--- src/hw/chan_cfg_pkg.sv ---
// Constants for the per-channel configuration register bank
// Summary of operation
// Channels B, C and D each have one 16-bit config register at 18, 19, 20 with the same layout.
// Bit 8 enables loss-of-signal reporting, resets to 1.
// Bits 7 and 6 are the config selection bits, reset to 0.
// Bits 5 and 4 are the preemphasis control bits, reset to 0.
// Bit 3 enables loopback, reset 0, ORed with global bit 0.14.
// Bit 2 enables pattern test, reset 0, ORed with global bit 16.2.
// Bit 1 enables comma detection, reset 1, ORed with global bit 16.1.
// Bit 0 powers the channel down, reset 0, ORed with global bit 0.11.
// The global comma detect enable resets to 1 and enables all channels.
// The global pattern test enable resets to 0 and enables all channels.
package chan_cfg_pkg;
    // ==========================================================
    // Register map
    localparam int NUM_CHAN = 3;
    localparam logic [4:0] CHAN_B_CONFIG_ADDR = 5'h12;
    localparam logic [4:0] CHAN_C_CONFIG_ADDR = 5'h13;
    localparam logic [4:0] CHAN_D_CONFIG_ADDR = 5'h14;
    // ==========================================================
    // Field positions
    localparam int LOSS_OF_SIGNAL_BIT = 8;
    localparam int CFG_SELECT_HI_BIT = 7;
    localparam int CFG_SELECT_LO_BIT = 6;
    localparam int EMPHASIS_CTL_HI_BIT = 5;
    localparam int EMPHASIS_CTL_LO_BIT = 4;
    localparam int LOOPBACK_BIT = 3;
    localparam int PATTERN_TEST_BIT = 2;
    localparam int COMMA_DETECT_BIT = 1;
    localparam int POWER_DOWN_BIT = 0;
    localparam logic [15:0] CFG_WRITE_MASK = 16'h01ff;
    // ==========================================================
    // Reset values
    localparam logic [15:0] CFG_RESET = 16'h0102;
    localparam logic GLB_COMMA_RESET = 1'b1;
    localparam logic GLB_PATTERN_RESET = 1'b0;
    // ==========================================================
    // Management frame
    localparam logic [1:0] MGMT_START = 2'h1;
    localparam logic [1:0] MGMT_OP_WRITE = 2'h1;
    localparam logic [1:0] MGMT_OP_READ = 2'h2;
    localparam logic [5:0] MGMT_PRE_MIN = 6'h20;
    localparam int MGMT_HDR_BITS = 14;
    localparam int MGMT_DATA_BITS = 16;
endpackage

--- src/hw/chan_cfg_regs.sv ---
// Channel B/C/D configuration registers behind the serial management port
`timescale 1ns/1ps
module chan_cfg_regs
    import chan_cfg_pkg::*;
#(
    parameter logic [4:0] PHY_ADDR = 5'h00
) (
    // Clock, reset, enable
    input wire logic i_clk_sys,
    input wire logic i_rst_n,
    input wire logic i_clk_en,
    // Management port pins
    input wire logic i_mgmt_clk,
    input wire logic i_mgmt_data,
    output logic o_mgmt_data,
    output logic o_mgmt_data_oe,
    // Global bits held elsewhere
    input wire logic i_glb_loopback,
    input wire logic i_glb_power_down,
    input wire logic i_glb_pattern_test,
    input wire logic i_glb_comma_detect,
    // Effective per-channel controls, index 0 = B
    output logic [NUM_CHAN-1:0] o_loss_of_signal_en,
    output logic [NUM_CHAN-1:0] o_cfg_select_hi,
    output logic [NUM_CHAN-1:0] o_cfg_select_lo,
    output logic [NUM_CHAN-1:0] o_emphasis_ctl_hi,
    output logic [NUM_CHAN-1:0] o_emphasis_ctl_lo,
    output logic [NUM_CHAN-1:0] o_loopback,
    output logic [NUM_CHAN-1:0] o_pattern_test,
    output logic [NUM_CHAN-1:0] o_comma_detect,
    output logic [NUM_CHAN-1:0] o_power_down
);

    typedef enum logic [1:0] {ST_IDLE, ST_HDR, ST_TA, ST_DATA} mgmt_st_t;

    // Register number to channel index; 3 means not ours
    function automatic logic [1:0] chan_of(input logic [4:0] reg_num);
        unique case (reg_num)
            CHAN_B_CONFIG_ADDR: chan_of = 2'h0;
            CHAN_C_CONFIG_ADDR: chan_of = 2'h1;
            CHAN_D_CONFIG_ADDR: chan_of = 2'h2;
            default: chan_of = 2'h3;
        endcase
    endfunction

    // ==========================================================
    // Pin synchronisers: three stages, change taken when 2 and 3 agree
    logic [2:0] mdc_sync_reg;
    logic [2:0] mdio_sync_reg;
    logic mdc_reg;
    logic mdio_reg;
    logic mdc_rise;
    logic mdc_fall;

    always_ff @(posedge i_clk_sys) begin
        if (!i_rst_n) begin
            mdc_sync_reg <= 3'h0;
            mdio_sync_reg <= 3'h7;
            mdc_reg <= 1'b0;
            mdio_reg <= 1'b1;
        end else if (i_clk_en) begin
            mdc_sync_reg <= {mdc_sync_reg[1:0], i_mgmt_clk};
            mdio_sync_reg <= {mdio_sync_reg[1:0], i_mgmt_data};
            if (mdc_sync_reg[1] == mdc_sync_reg[2]) begin
                mdc_reg <= mdc_sync_reg[2];
            end
            if (mdio_sync_reg[1] == mdio_sync_reg[2]) begin
                mdio_reg <= mdio_sync_reg[2];
            end
        end
    end

    assign mdc_rise = (mdc_sync_reg[1] == mdc_sync_reg[2])
                      && mdc_sync_reg[2] && !mdc_reg;
    assign mdc_fall = (mdc_sync_reg[1] == mdc_sync_reg[2])
                      && !mdc_sync_reg[2] && mdc_reg;

    // ==========================================================
    // Management frame engine
    mgmt_st_t state_reg;
    logic [5:0] pre_cnt_reg;
    logic [4:0] bit_cnt_reg;
    logic [13:0] hdr_reg;
    logic [15:0] shift_reg;
    logic is_read_reg;
    logic hit_reg;
    logic [1:0] chan_reg;
    logic wr_stb;
    logic [15:0] cfg_reg [NUM_CHAN];

    always_ff @(posedge i_clk_sys) begin
        if (!i_rst_n) begin
            state_reg <= ST_IDLE;
            pre_cnt_reg <= 6'h00;
            bit_cnt_reg <= 5'h00;
            hdr_reg <= 14'h0000;
            shift_reg <= 16'h0000;
            is_read_reg <= 1'b0;
            hit_reg <= 1'b0;
            chan_reg <= 2'h3;
        end else if (i_clk_en && mdc_rise) begin
            unique case (state_reg)
                ST_IDLE: begin
                    if (mdio_reg) begin
                        if (pre_cnt_reg != MGMT_PRE_MIN) begin
                            pre_cnt_reg <= pre_cnt_reg + 6'h01;
                        end
                    end else begin
                        // First start bit after a full preamble
                        if (pre_cnt_reg == MGMT_PRE_MIN) begin
                            state_reg <= ST_HDR;
                            hdr_reg <= 14'h0000;
                            bit_cnt_reg <= 5'h00;
                        end
                        pre_cnt_reg <= 6'h00;
                    end
                end
                ST_HDR: begin
                    hdr_reg <= {hdr_reg[12:0], mdio_reg};
                    bit_cnt_reg <= bit_cnt_reg + 5'h01;
                    if (bit_cnt_reg == 5'(MGMT_HDR_BITS - 2)) begin
                        // 13 bits seen: start [11], op [10:9], phy [8:4]
                        chan_reg <= chan_of({hdr_reg[3:0], mdio_reg});
                        hit_reg <= (hdr_reg[8:4] == PHY_ADDR)
                                   && (hdr_reg[11] == MGMT_START[0]);
                        is_read_reg <= (hdr_reg[10:9] == MGMT_OP_READ);
                        if (hdr_reg[10:9] != MGMT_OP_READ
                            && hdr_reg[10:9] != MGMT_OP_WRITE) begin
                            state_reg <= ST_IDLE;
                        end else begin
                            state_reg <= ST_TA;
                            bit_cnt_reg <= 5'h00;
                        end
                    end
                end
                ST_TA: begin
                    bit_cnt_reg <= bit_cnt_reg + 5'h01;
                    if (bit_cnt_reg == 5'h01) begin
                        state_reg <= ST_DATA;
                        bit_cnt_reg <= 5'h00;
                        shift_reg <= (chan_reg == 2'h3) ? 16'h0000
                                     : cfg_reg[chan_reg];
                    end
                end
                ST_DATA: begin
                    bit_cnt_reg <= bit_cnt_reg + 5'h01;
                    if (is_read_reg) begin
                        shift_reg <= {shift_reg[14:0], 1'b0};
                    end else begin
                        shift_reg <= {shift_reg[14:0], mdio_reg};
                    end
                    if (bit_cnt_reg == 5'(MGMT_DATA_BITS - 1)) begin
                        state_reg <= ST_IDLE;
                    end
                end
            endcase
        end
    end

    // Write strobe on the last data bit; data completed in flight
    assign wr_stb = i_clk_en && mdc_rise && state_reg == ST_DATA
                    && !is_read_reg && hit_reg && chan_reg != 2'h3
                    && bit_cnt_reg == 5'(MGMT_DATA_BITS - 1);

    // Read data changes on falling edge so it is stable at the rising one
    always_ff @(posedge i_clk_sys) begin
        if (!i_rst_n) begin
            o_mgmt_data <= 1'b0;
            o_mgmt_data_oe <= 1'b0;
        end else if (i_clk_en && mdc_fall) begin
            if (is_read_reg && hit_reg && state_reg == ST_TA
                && bit_cnt_reg == 5'h01) begin
                o_mgmt_data_oe <= 1'b1;
                o_mgmt_data <= 1'b0;
            end else if (is_read_reg && hit_reg && state_reg == ST_DATA) begin
                o_mgmt_data_oe <= 1'b1;
                o_mgmt_data <= shift_reg[15];
            end else begin
                o_mgmt_data_oe <= 1'b0;
                o_mgmt_data <= 1'b0;
            end
        end
    end

    // ==========================================================
    // Channel registers and effective controls
    for (genvar c = 0; c < NUM_CHAN; c++) begin : g_chan
        always_ff @(posedge i_clk_sys) begin
            if (!i_rst_n) begin
                cfg_reg[c] <= CFG_RESET;
            end else if (i_clk_en && wr_stb && chan_reg == 2'(c)) begin
                // Bits 15:9 stay zero
                cfg_reg[c] <= {shift_reg[14:0], mdio_reg}
                              & CFG_WRITE_MASK;
            end
        end

        always_ff @(posedge i_clk_sys) begin
            if (!i_rst_n) begin
                o_loss_of_signal_en[c] <= CFG_RESET[LOSS_OF_SIGNAL_BIT];
                o_cfg_select_hi[c] <= 1'b0;
                o_cfg_select_lo[c] <= 1'b0;
                o_emphasis_ctl_hi[c] <= 1'b0;
                o_emphasis_ctl_lo[c] <= 1'b0;
                o_loopback[c] <= 1'b0;
                o_pattern_test[c] <= GLB_PATTERN_RESET;
                o_comma_detect[c] <= GLB_COMMA_RESET;
                o_power_down[c] <= 1'b0;
            end else if (i_clk_en) begin
                o_loss_of_signal_en[c] <=
                    cfg_reg[c][LOSS_OF_SIGNAL_BIT];
                o_cfg_select_hi[c] <= cfg_reg[c][CFG_SELECT_HI_BIT];
                o_cfg_select_lo[c] <= cfg_reg[c][CFG_SELECT_LO_BIT];
                o_emphasis_ctl_hi[c] <=
                    cfg_reg[c][EMPHASIS_CTL_HI_BIT];
                o_emphasis_ctl_lo[c] <=
                    cfg_reg[c][EMPHASIS_CTL_LO_BIT];
                o_loopback[c] <= cfg_reg[c][LOOPBACK_BIT]
                                 | i_glb_loopback;
                o_pattern_test[c] <= cfg_reg[c][PATTERN_TEST_BIT]
                                     | i_glb_pattern_test;
                o_comma_detect[c] <= cfg_reg[c][COMMA_DETECT_BIT]
                                     | i_glb_comma_detect;
                o_power_down[c] <= cfg_reg[c][POWER_DOWN_BIT]
                                   | i_glb_power_down;
            end
        end
    end

endmodule

--- config.mk ---
export PLATFORM = sky130hd
export DESIGN_NAME = chan_cfg_regs
export DESIGN_NICKNAME = d
export VERILOG_FILES = /design/src/hw/chan_cfg_pkg.sv /design/src/hw/chan_cfg_regs.sv
export SDC_FILE = /design/constraint.sdc
export NUM_CORES = 1
export LEC_CHECK = 0
export ABC_CLOCK_PERIOD_IN_PS = 3310
export BUFFER_PORTS_ARGS = -buffer_cell sky130_fd_sc_hd__buf_4
export CAP_MARGIN = 20
export CELL_PAD_IN_SITES_DETAIL_PLACEMENT = 1
export CELL_PAD_IN_SITES_GLOBAL_PLACEMENT = 1
export CORE_UTILIZATION = 45
export CTS_BUF_LIST = sky130_fd_sc_hd__clkbuf_8
export CTS_CLUSTER_SIZE = 40
export DETAILED_ROUTE_END_ITERATION = 7
export PLACE_DENSITY = 0.77
export SETUP_SLACK_MARGIN = 0.2
export SYNTH_ARGS = -nofsm -noshare
export SYNTH_HDL_FRONTEND = slang
export SYNTH_SLANG_ARGS = --single-unit
--- constraint.sdc ---
create_clock -name i_clk_sys -period 3.31 [get_ports i_clk_sys]
set_input_delay 0.662 -clock i_clk_sys [delete_from_list [all_inputs] [get_ports i_clk_sys]]
set_output_delay 0.662 -clock i_clk_sys [all_outputs]
set_load 0.01 [all_outputs]
==> metrics.cfg, run 1 <==
[outcome]
outcome = finished, final reports clean

[yosys]
synth_simple_gate_area_share_pct = 18.2
synth-seq-area-share_pct = 52.0
synth_compound_gate_area_share_pct = 14.0
yosysTopAreaCell = dfxtp_1
synth-edff-count = 27
synth_cells = 455
synth_top_family_by_area = simple AND/OR/NAND/NOR gates
synthAdderAreaFrac_pct = 2.35
synth.avg_cell_area_sq_um = 10.5
synthFlopType = dfxtp_1
synth_fp_nets = 473
syn_area_sq_um = 4790
synth-seq-cells = 111
synth.area.mux_share_pct = 9.24
synth_area_leaders = dfxtp_1, edfxtp_1, mux2i_1, a21oi_1, nor2_1
synth-xor-area-share_pct = 0.731
synth-async-reset-ratio_pct = 0
yosys_warnings = 0
netlist-cell-type-count = 62
synth.top_cell.area_share_pct = 35.1

[critical_path]
arrival_ns = 2.55
startpoint_type = register
path_buf_inv = 0
critPathRequiredTime_ns = 3.35
setup.worst_path.class = reg2reg
crit_top_cell = ha_1
critical-path-top-delay-family = simple AND/OR/NAND/NOR gates
crit_path_top_delay_cell = nor4_2
crit_chain = ha_1 -> and3_1 -> ha_1 -> nand3b_1 -> nor4_2 -> nand2b_1
critPathMaxStageDelay_ns = 0.61
path_max_fanout = 9
end_kind = register

[finish]
fill_cells = 1151
antenna_cells = 0
largest_register_ffs = 27
final_cell_mix = dfxtp_1, buf_4, a21oi_1
fin_nets = 500
multiInputGateArea_sq_um = 2140
area_growth_pct = 11.2
final_common_cell = dfxtp_1
drive_above_1_share_pct = 16.5
seq_area_sq_um = 2490
design_area_sq_um = 5330

[floorplanning]
fp.dieW_microns = 105
num_rows = 37
coreArea_sq_um = 10300
start_util_pct = 46.4
dieArea_sq_um = 11100
num_io_pins = 38
die_h_microns = 105

[timing]
tns_ns = 0
holdWs_ns = 0.464
hold_viol_final = 0
period_minus_slack_ns = 2.51
finalMaxSlewViolations = 0
fin_skew_ns = 0.0149
final.period_utilization_pct = 75.7
setup-violations-final = 0
tightest_slew_ns = 0.715
rsz0062_at_grt = false
max_clock_freq_mhz = 399
max_slew_margin_pct = 52.1

[pwr]
ir_worst_vdd_mv = 0.265
p_int_mw = 1.77
p_sw_mw = 0.574
power_switching_share_pct = 24.5
leakagePower_nw = 2.17
p_per_area_nw_per_um2 = 440
pwr-share-comb_pct = 5.9
clkPwrFrac_pct = 32.4
p_seq_share_pct = 61.8

[placement]
placed_cell_area_sq_um = 5150
io_buffer_count = 37
hpwl_microns = 7540
gp_congestion = 0.767

[clock_tree]
cts-root-buf = clkbuf_8
clockBufferDepth = 2
holdBufCountCts = 0
postCtsSetupRepairBufs = 0
clkLatencyLatePin_ns = 0.38
cts-buffers-inserted = 9
numClockSinks = 111
cts_tree = yes
cts_max_level = 3
cts_resized = 0
cts.reportedPaths.clkPinSlew_ns = 0.10

[routing]
drt-initial-drc-count = 124
drt-wirelength-per-cell_microns = 17.0
viasPerCell = 5.45
drc_errors = 0
routed_wl_microns = 10600
dr.pass1.iters = 4
final_antenna_net_count = 0
num_vias = 3391

[global_route]
grt-ovfl-total = 0
grt_pass1_wl_microns = 17700
grt_usage_pct = 20.4
antenna_found_initial = 0
grt_max_degree = 52
grt_pass1_vias = 3512

[job]
drv_cap = 0

[worst_hold_path]
hold_class = reg2reg

==> final cells by class <==
cell class,count,area share [%]
Sequential cell,111,46.7
Clock buffer,9,2.32
Multi-Input combinational cell,306,40.1
Timing Repair Buffer,41,5.77
Tap cell,136,3.19
Inverter,13,0.915
Clock inverter,6,0.986
==> power groups by stage <==
| stage | Combinational [mW] | Clock [mW] | Sequential [mW] |
|---|---|---|---|
| after floorplan | 0.0714 | 0 | 1.48 |
| after global placement | 0.135 | 0 | 1.48 |
| after detailed placement | 0.140 | 0 | 1.48 |
| after CTS | 0.141 | 0.782 | 1.45 |
| after global routing | 0.151 | 0.838 | 1.45 |
| final | 0.138 | 0.759 | 1.45 |
==> cells in the mapped netlist, drive strengths merged, types with 2 or more instances <==
cell type and count:
nand3b 3, xor2 2, o211ai 2, xnor2 2
nor3 4, and3b 2, nor4b 3, inv 13
and2 18, o31ai 2, a21oi 35, nand4 3
o22ai 5, nor3b 2, nand3 14, clkbuf 12
o2bb2a 8, mux2 10, and3 9, ha 9
nor2b 3, dfxtp 84, a31oi 2, edfxtp 27
nor4 5, buf 13, nor2 34, mux2i 33
o21ai 22, nand2b 10, nand2 31, a22o 14
==> cells by family after synthesis <==
kind of cell,after synthesis
flip-flops,111
AND/OR/NAND/NOR,148
adder cells (fa/ha/maj),9
buffers and inverters,38
AO/OA/AOI/OAI,102
XOR/XNOR,4
multiplexers,43
==> stage by stage <==
| stage | power [mW] | cells | util (%) | setup slack (ns) |
|---|---|---|---|---|
| global placement | 1.61 | 607 | 49.9 | 0.769 |
| finish | 2.34 | 622 | 51.6 | 0.804 |
| global route | 2.44 | 622 | 51.6 | 0.636 |
| detailed placement | 1.62 | 607 | 49.9 | 0.563 |
| CTS | 2.37 | 622 | 51.6 | 0.750 |
| floorplan | 1.55 | 455 | - | 0.661 |
==> layer usage <==
layer / vias to the layer above / wire, microns / global-route usage (%)
met5: - / 0 / 0
met4: 0 / 146 / 7.14
met3: 10 / 224 / 2.78
met2: 41 / 5490 / 36.5
met1: 1651 / 4720 / 25.0
li1: 1689 / - / -
==> worst min-delay path, cell delays in order (launching register included) <==
cell and delay, ns:
dfxtp_1 0.32, nand2_1 0.05, a21oi_1 0.05
==> final timing paths <==
path	endpoint	slack, ns	cells past startpoint	start
min	shift_reg[11]$_SDFFE_PN0P_	0.46	2	shift_reg[11]$_SDFFE_PN0P_
max reg2reg	cfg_reg[1][6]$_SDFFCE_PN0P_	0.80	6	bit_cnt_reg[0]$_SDFFE_PN0P_
max	cfg_reg[1][6]$_SDFFCE_PN0P_	0.80	6	bit_cnt_reg[0]$_SDFFE_PN0P_
min reg2reg	shift_reg[11]$_SDFFE_PN0P_	0.46	2	shift_reg[11]$_SDFFE_PN0P_
No activity file was read; power rests on OpenSTA's default activity.
==> run 2, diff against run 1 <==
Settings changed: ABC_CLOCK_PERIOD_IN_PS 3310 to 2100, CORE_UTILIZATION 45 to 44, PLACE_DENSITY 0.77 to 0.78.
Clock period 3.31 ns to 2.1 ns, I/O delays scaled along.
==> run 2 against run 1 <==
  * Flip-flop and latch count unchanged
  * Hold slack worse by 0.22 ns
  * Non-clock buffer count up 31
  * Utilization up 3.9 points
  * Die area up 2.2%
  * Critical path type unchanged
  * Critical path depth up 2
  * Maximum frequency up 23%
  * Global-route usage up 0.38 points
  * Clock skew up 0.00070 ns
==> metrics.cfg, run 2 (synthesis results as in run 1) <==
[outcome]
outcome = finished, final reports clean

[pwr]
ir_worst_vdd_mv = 0.365  ; +38%
power.total_mw = 3.94  ; +68%
leakagePower_nw = 2.40  ; +10%
p_per_area_nw_per_um2 = 678  ; +54%

[timing]
rsz0062_at_grt = true
period_minus_slack_ns = 2.03  ; -0.471 ns
tns_ns = 0  ; unchanged
max_slew_margin_pct = 58.8  ; +6.7 points
setup-violations-final = 0  ; unchanged
final.period_utilization_pct = 96.9  ; +21 points
max_clock_freq_mhz = 491  ; +23%
hold_viol_final = 0  ; unchanged
tightest_slew_ns = 0.617  ; -0.0984 ns
finalMaxSlewViolations = 0  ; unchanged
fin_skew_ns = 0.0156  ; +0.000704 ns

[clock_tree]
cts.reportedPaths.clkPinSlew_ns = 0.11  ; about the same
clockBufferDepth = 2  ; unchanged
numClockSinks = 111  ; unchanged
cts_max_level = 3  ; unchanged
cts-buffers-inserted = 9  ; unchanged
clkLatencyLatePin_ns = 0.39  ; about the same
cts_tree = yes
cts-root-buf = clkbuf_8
holdBufCountCts = 0  ; unchanged

[routing]
routed_wl_microns = 11700  ; +11%
drt-initial-drc-count = 184  ; +48%
final_antenna_net_count = 0  ; unchanged
drc_errors = 0  ; unchanged
viasPerCell = 5.55  ; +1.8%
dr.pass1.iters = 4  ; unchanged
num_vias = 3640  ; +7.3%
drt-wirelength-per-cell_microns = 17.9  ; +5.1%

[floorplanning]
dieArea_sq_um = 11300  ; +2.2%
num_io_pins = 38  ; unchanged
coreArea_sq_um = 10500  ; +1.3%
die_h_microns = 106  ; +1.1%
start_util_pct = 45.8  ; -0.62 points
fp.dieW_microns = 106  ; +1.1%
num_rows = 37  ; unchanged

[finish]
area_growth_pct = 21.1
antenna_cells = 0  ; unchanged
final_common_cell = dfxtp_1
largest_register_ffs = 27  ; unchanged
design_area_sq_um = 5810  ; +8.9%
fin_cells = 656  ; +5.5%
fin_nets = 533  ; +6.6%
drive_above_1_share_pct = 26.2  ; +9.7 points
final_cell_mix = dfxtp_1, buf_4, nor2_1, a21oi_1, mux2i_1

[critical_path]
setup.worst_path.class = reg2reg
path_max_fanout = 8  ; -1
crit_path_top_delay_cell = or3_4
startpoint_type = register
crit_chain = ha_4 -> and3_4 -> ha_4 -> nand3b_1 -> or3_4 -> buf_6 -> nor3_4 -> nand2b_1
end_kind = register
critPathRequiredTime_ns = 2.24  ; -1.11 ns
arrival_ns = 2.18  ; -0.37 ns
r2r_slack_ns = 0.07  ; -0.74 ns
critPathMaxStageDelay_ns = 0.39  ; -0.22 ns
crit_top_cell = ha_4

[global_route]
antenna_found_initial = 0  ; unchanged
grt_pass1_vias = 3634  ; +3.5%
grt_pass1_wl_microns = 18300  ; +3.0%
grt-ovfl-total = 0  ; unchanged
grt_usage_pct = 20.8  ; +0.38 points
grt_max_degree = 48  ; -7.7%

[placement]
placed_cell_area_sq_um = 5380  ; +4.4%
dpl.cell_count = 627  ; +3.3%
io_buffer_count = 37  ; unchanged
gp_congestion = 0.775  ; +0.94%
hpwl_microns = 7930  ; +5.1%

[worst_hold_path]
hold_class = in2reg

[job]
drv_cap = 0  ; unchanged

[run 2: cell count changes in the layout (fill, tap and decap cells not counted), moves of 3 or more]
cell / delta
inv_1: -3
clkinv_8: +3
buf_6: +3
ha_1: -4
dfxtp_1: -4
buf_4: +26
inv_2: +3
[run 2: path summary, 6_finish.rpt]
kind                          startpoint                            end  cells after the start
max          bit_cnt_reg[1]$_SDFFE_PN0P_    cfg_reg[0][8]$_SDFFCE_PN1P_                      8
min                          i_mgmt_data  mdio_sync_reg[0]$_SDFFE_PN1P_                      3
max reg2reg  bit_cnt_reg[1]$_SDFFE_PN0P_    cfg_reg[0][8]$_SDFFCE_PN1P_                      8
min reg2reg   shift_reg[12]$_SDFFE_PN0P_     shift_reg[12]$_SDFFE_PN0P_                      2
[run 2: layout make-up]
class | instances | area, sq um
fillers | 1155 | 4650
flip-flops and latches | 111 | 2500
multi-input cells | 308 | 2280
repair buffers | 72 | 577
well taps | 136 | 170
clock buffers | 9 | 124
clock inverters | 7 | 105
inverters | 13 | 48.8
[run 2: routing by layer]
metal  vias to the layer above  share of wire [%]  global-route usage [%]
met5                         -                  0                       0
met2                        61                 50                    35.3
met4                         0                1.5                    5.95
met3                        15                2.9                    3.68
li1                       1755                  -                       -
met1                      1809                 46                    26.9
[run 2: stage by stage]
| stage | worst slack [ns] | hold slack, ns | utilization [%] |
|---|---|---|---|
| after floorplan | -0.0410 | 0.432 | - |
| after detailed placement | -0.0363 | 0.455 | 51.4 |
| after global placement | 0.0429 | 0.440 | 51.4 |
| after CTS | 0.0333 | 0.249 | 54.2 |
| after global routing | -0.0423 | 0.243 | 55.5 |
| final | 0.0651 | 0.248 | 55.5 |
[run 2: repair_timing]
item,4_1_cts,5_1_grt
pin swaps,8,13
setup endpoints to repair,60,73
cloned,1,1
resized for setup,6,20
buffers inserted,2,9
[run 2: worst max-delay path, delay by kind of cell, from the launching register on]
family	cells	cell delay (ns)
and+or+nand+nor	5	1.00
DFF	1	0.37
adders and majority gates	2	0.26
buffers and inverters	1	0.15
[run 2: where the power goes]
group	switching [mW]	internal, mW	total (mW)
Clock	0.826	0.593	1.42
Sequential	0.0381	2.25	2.28
Combinational	0.126	0.112	0.238
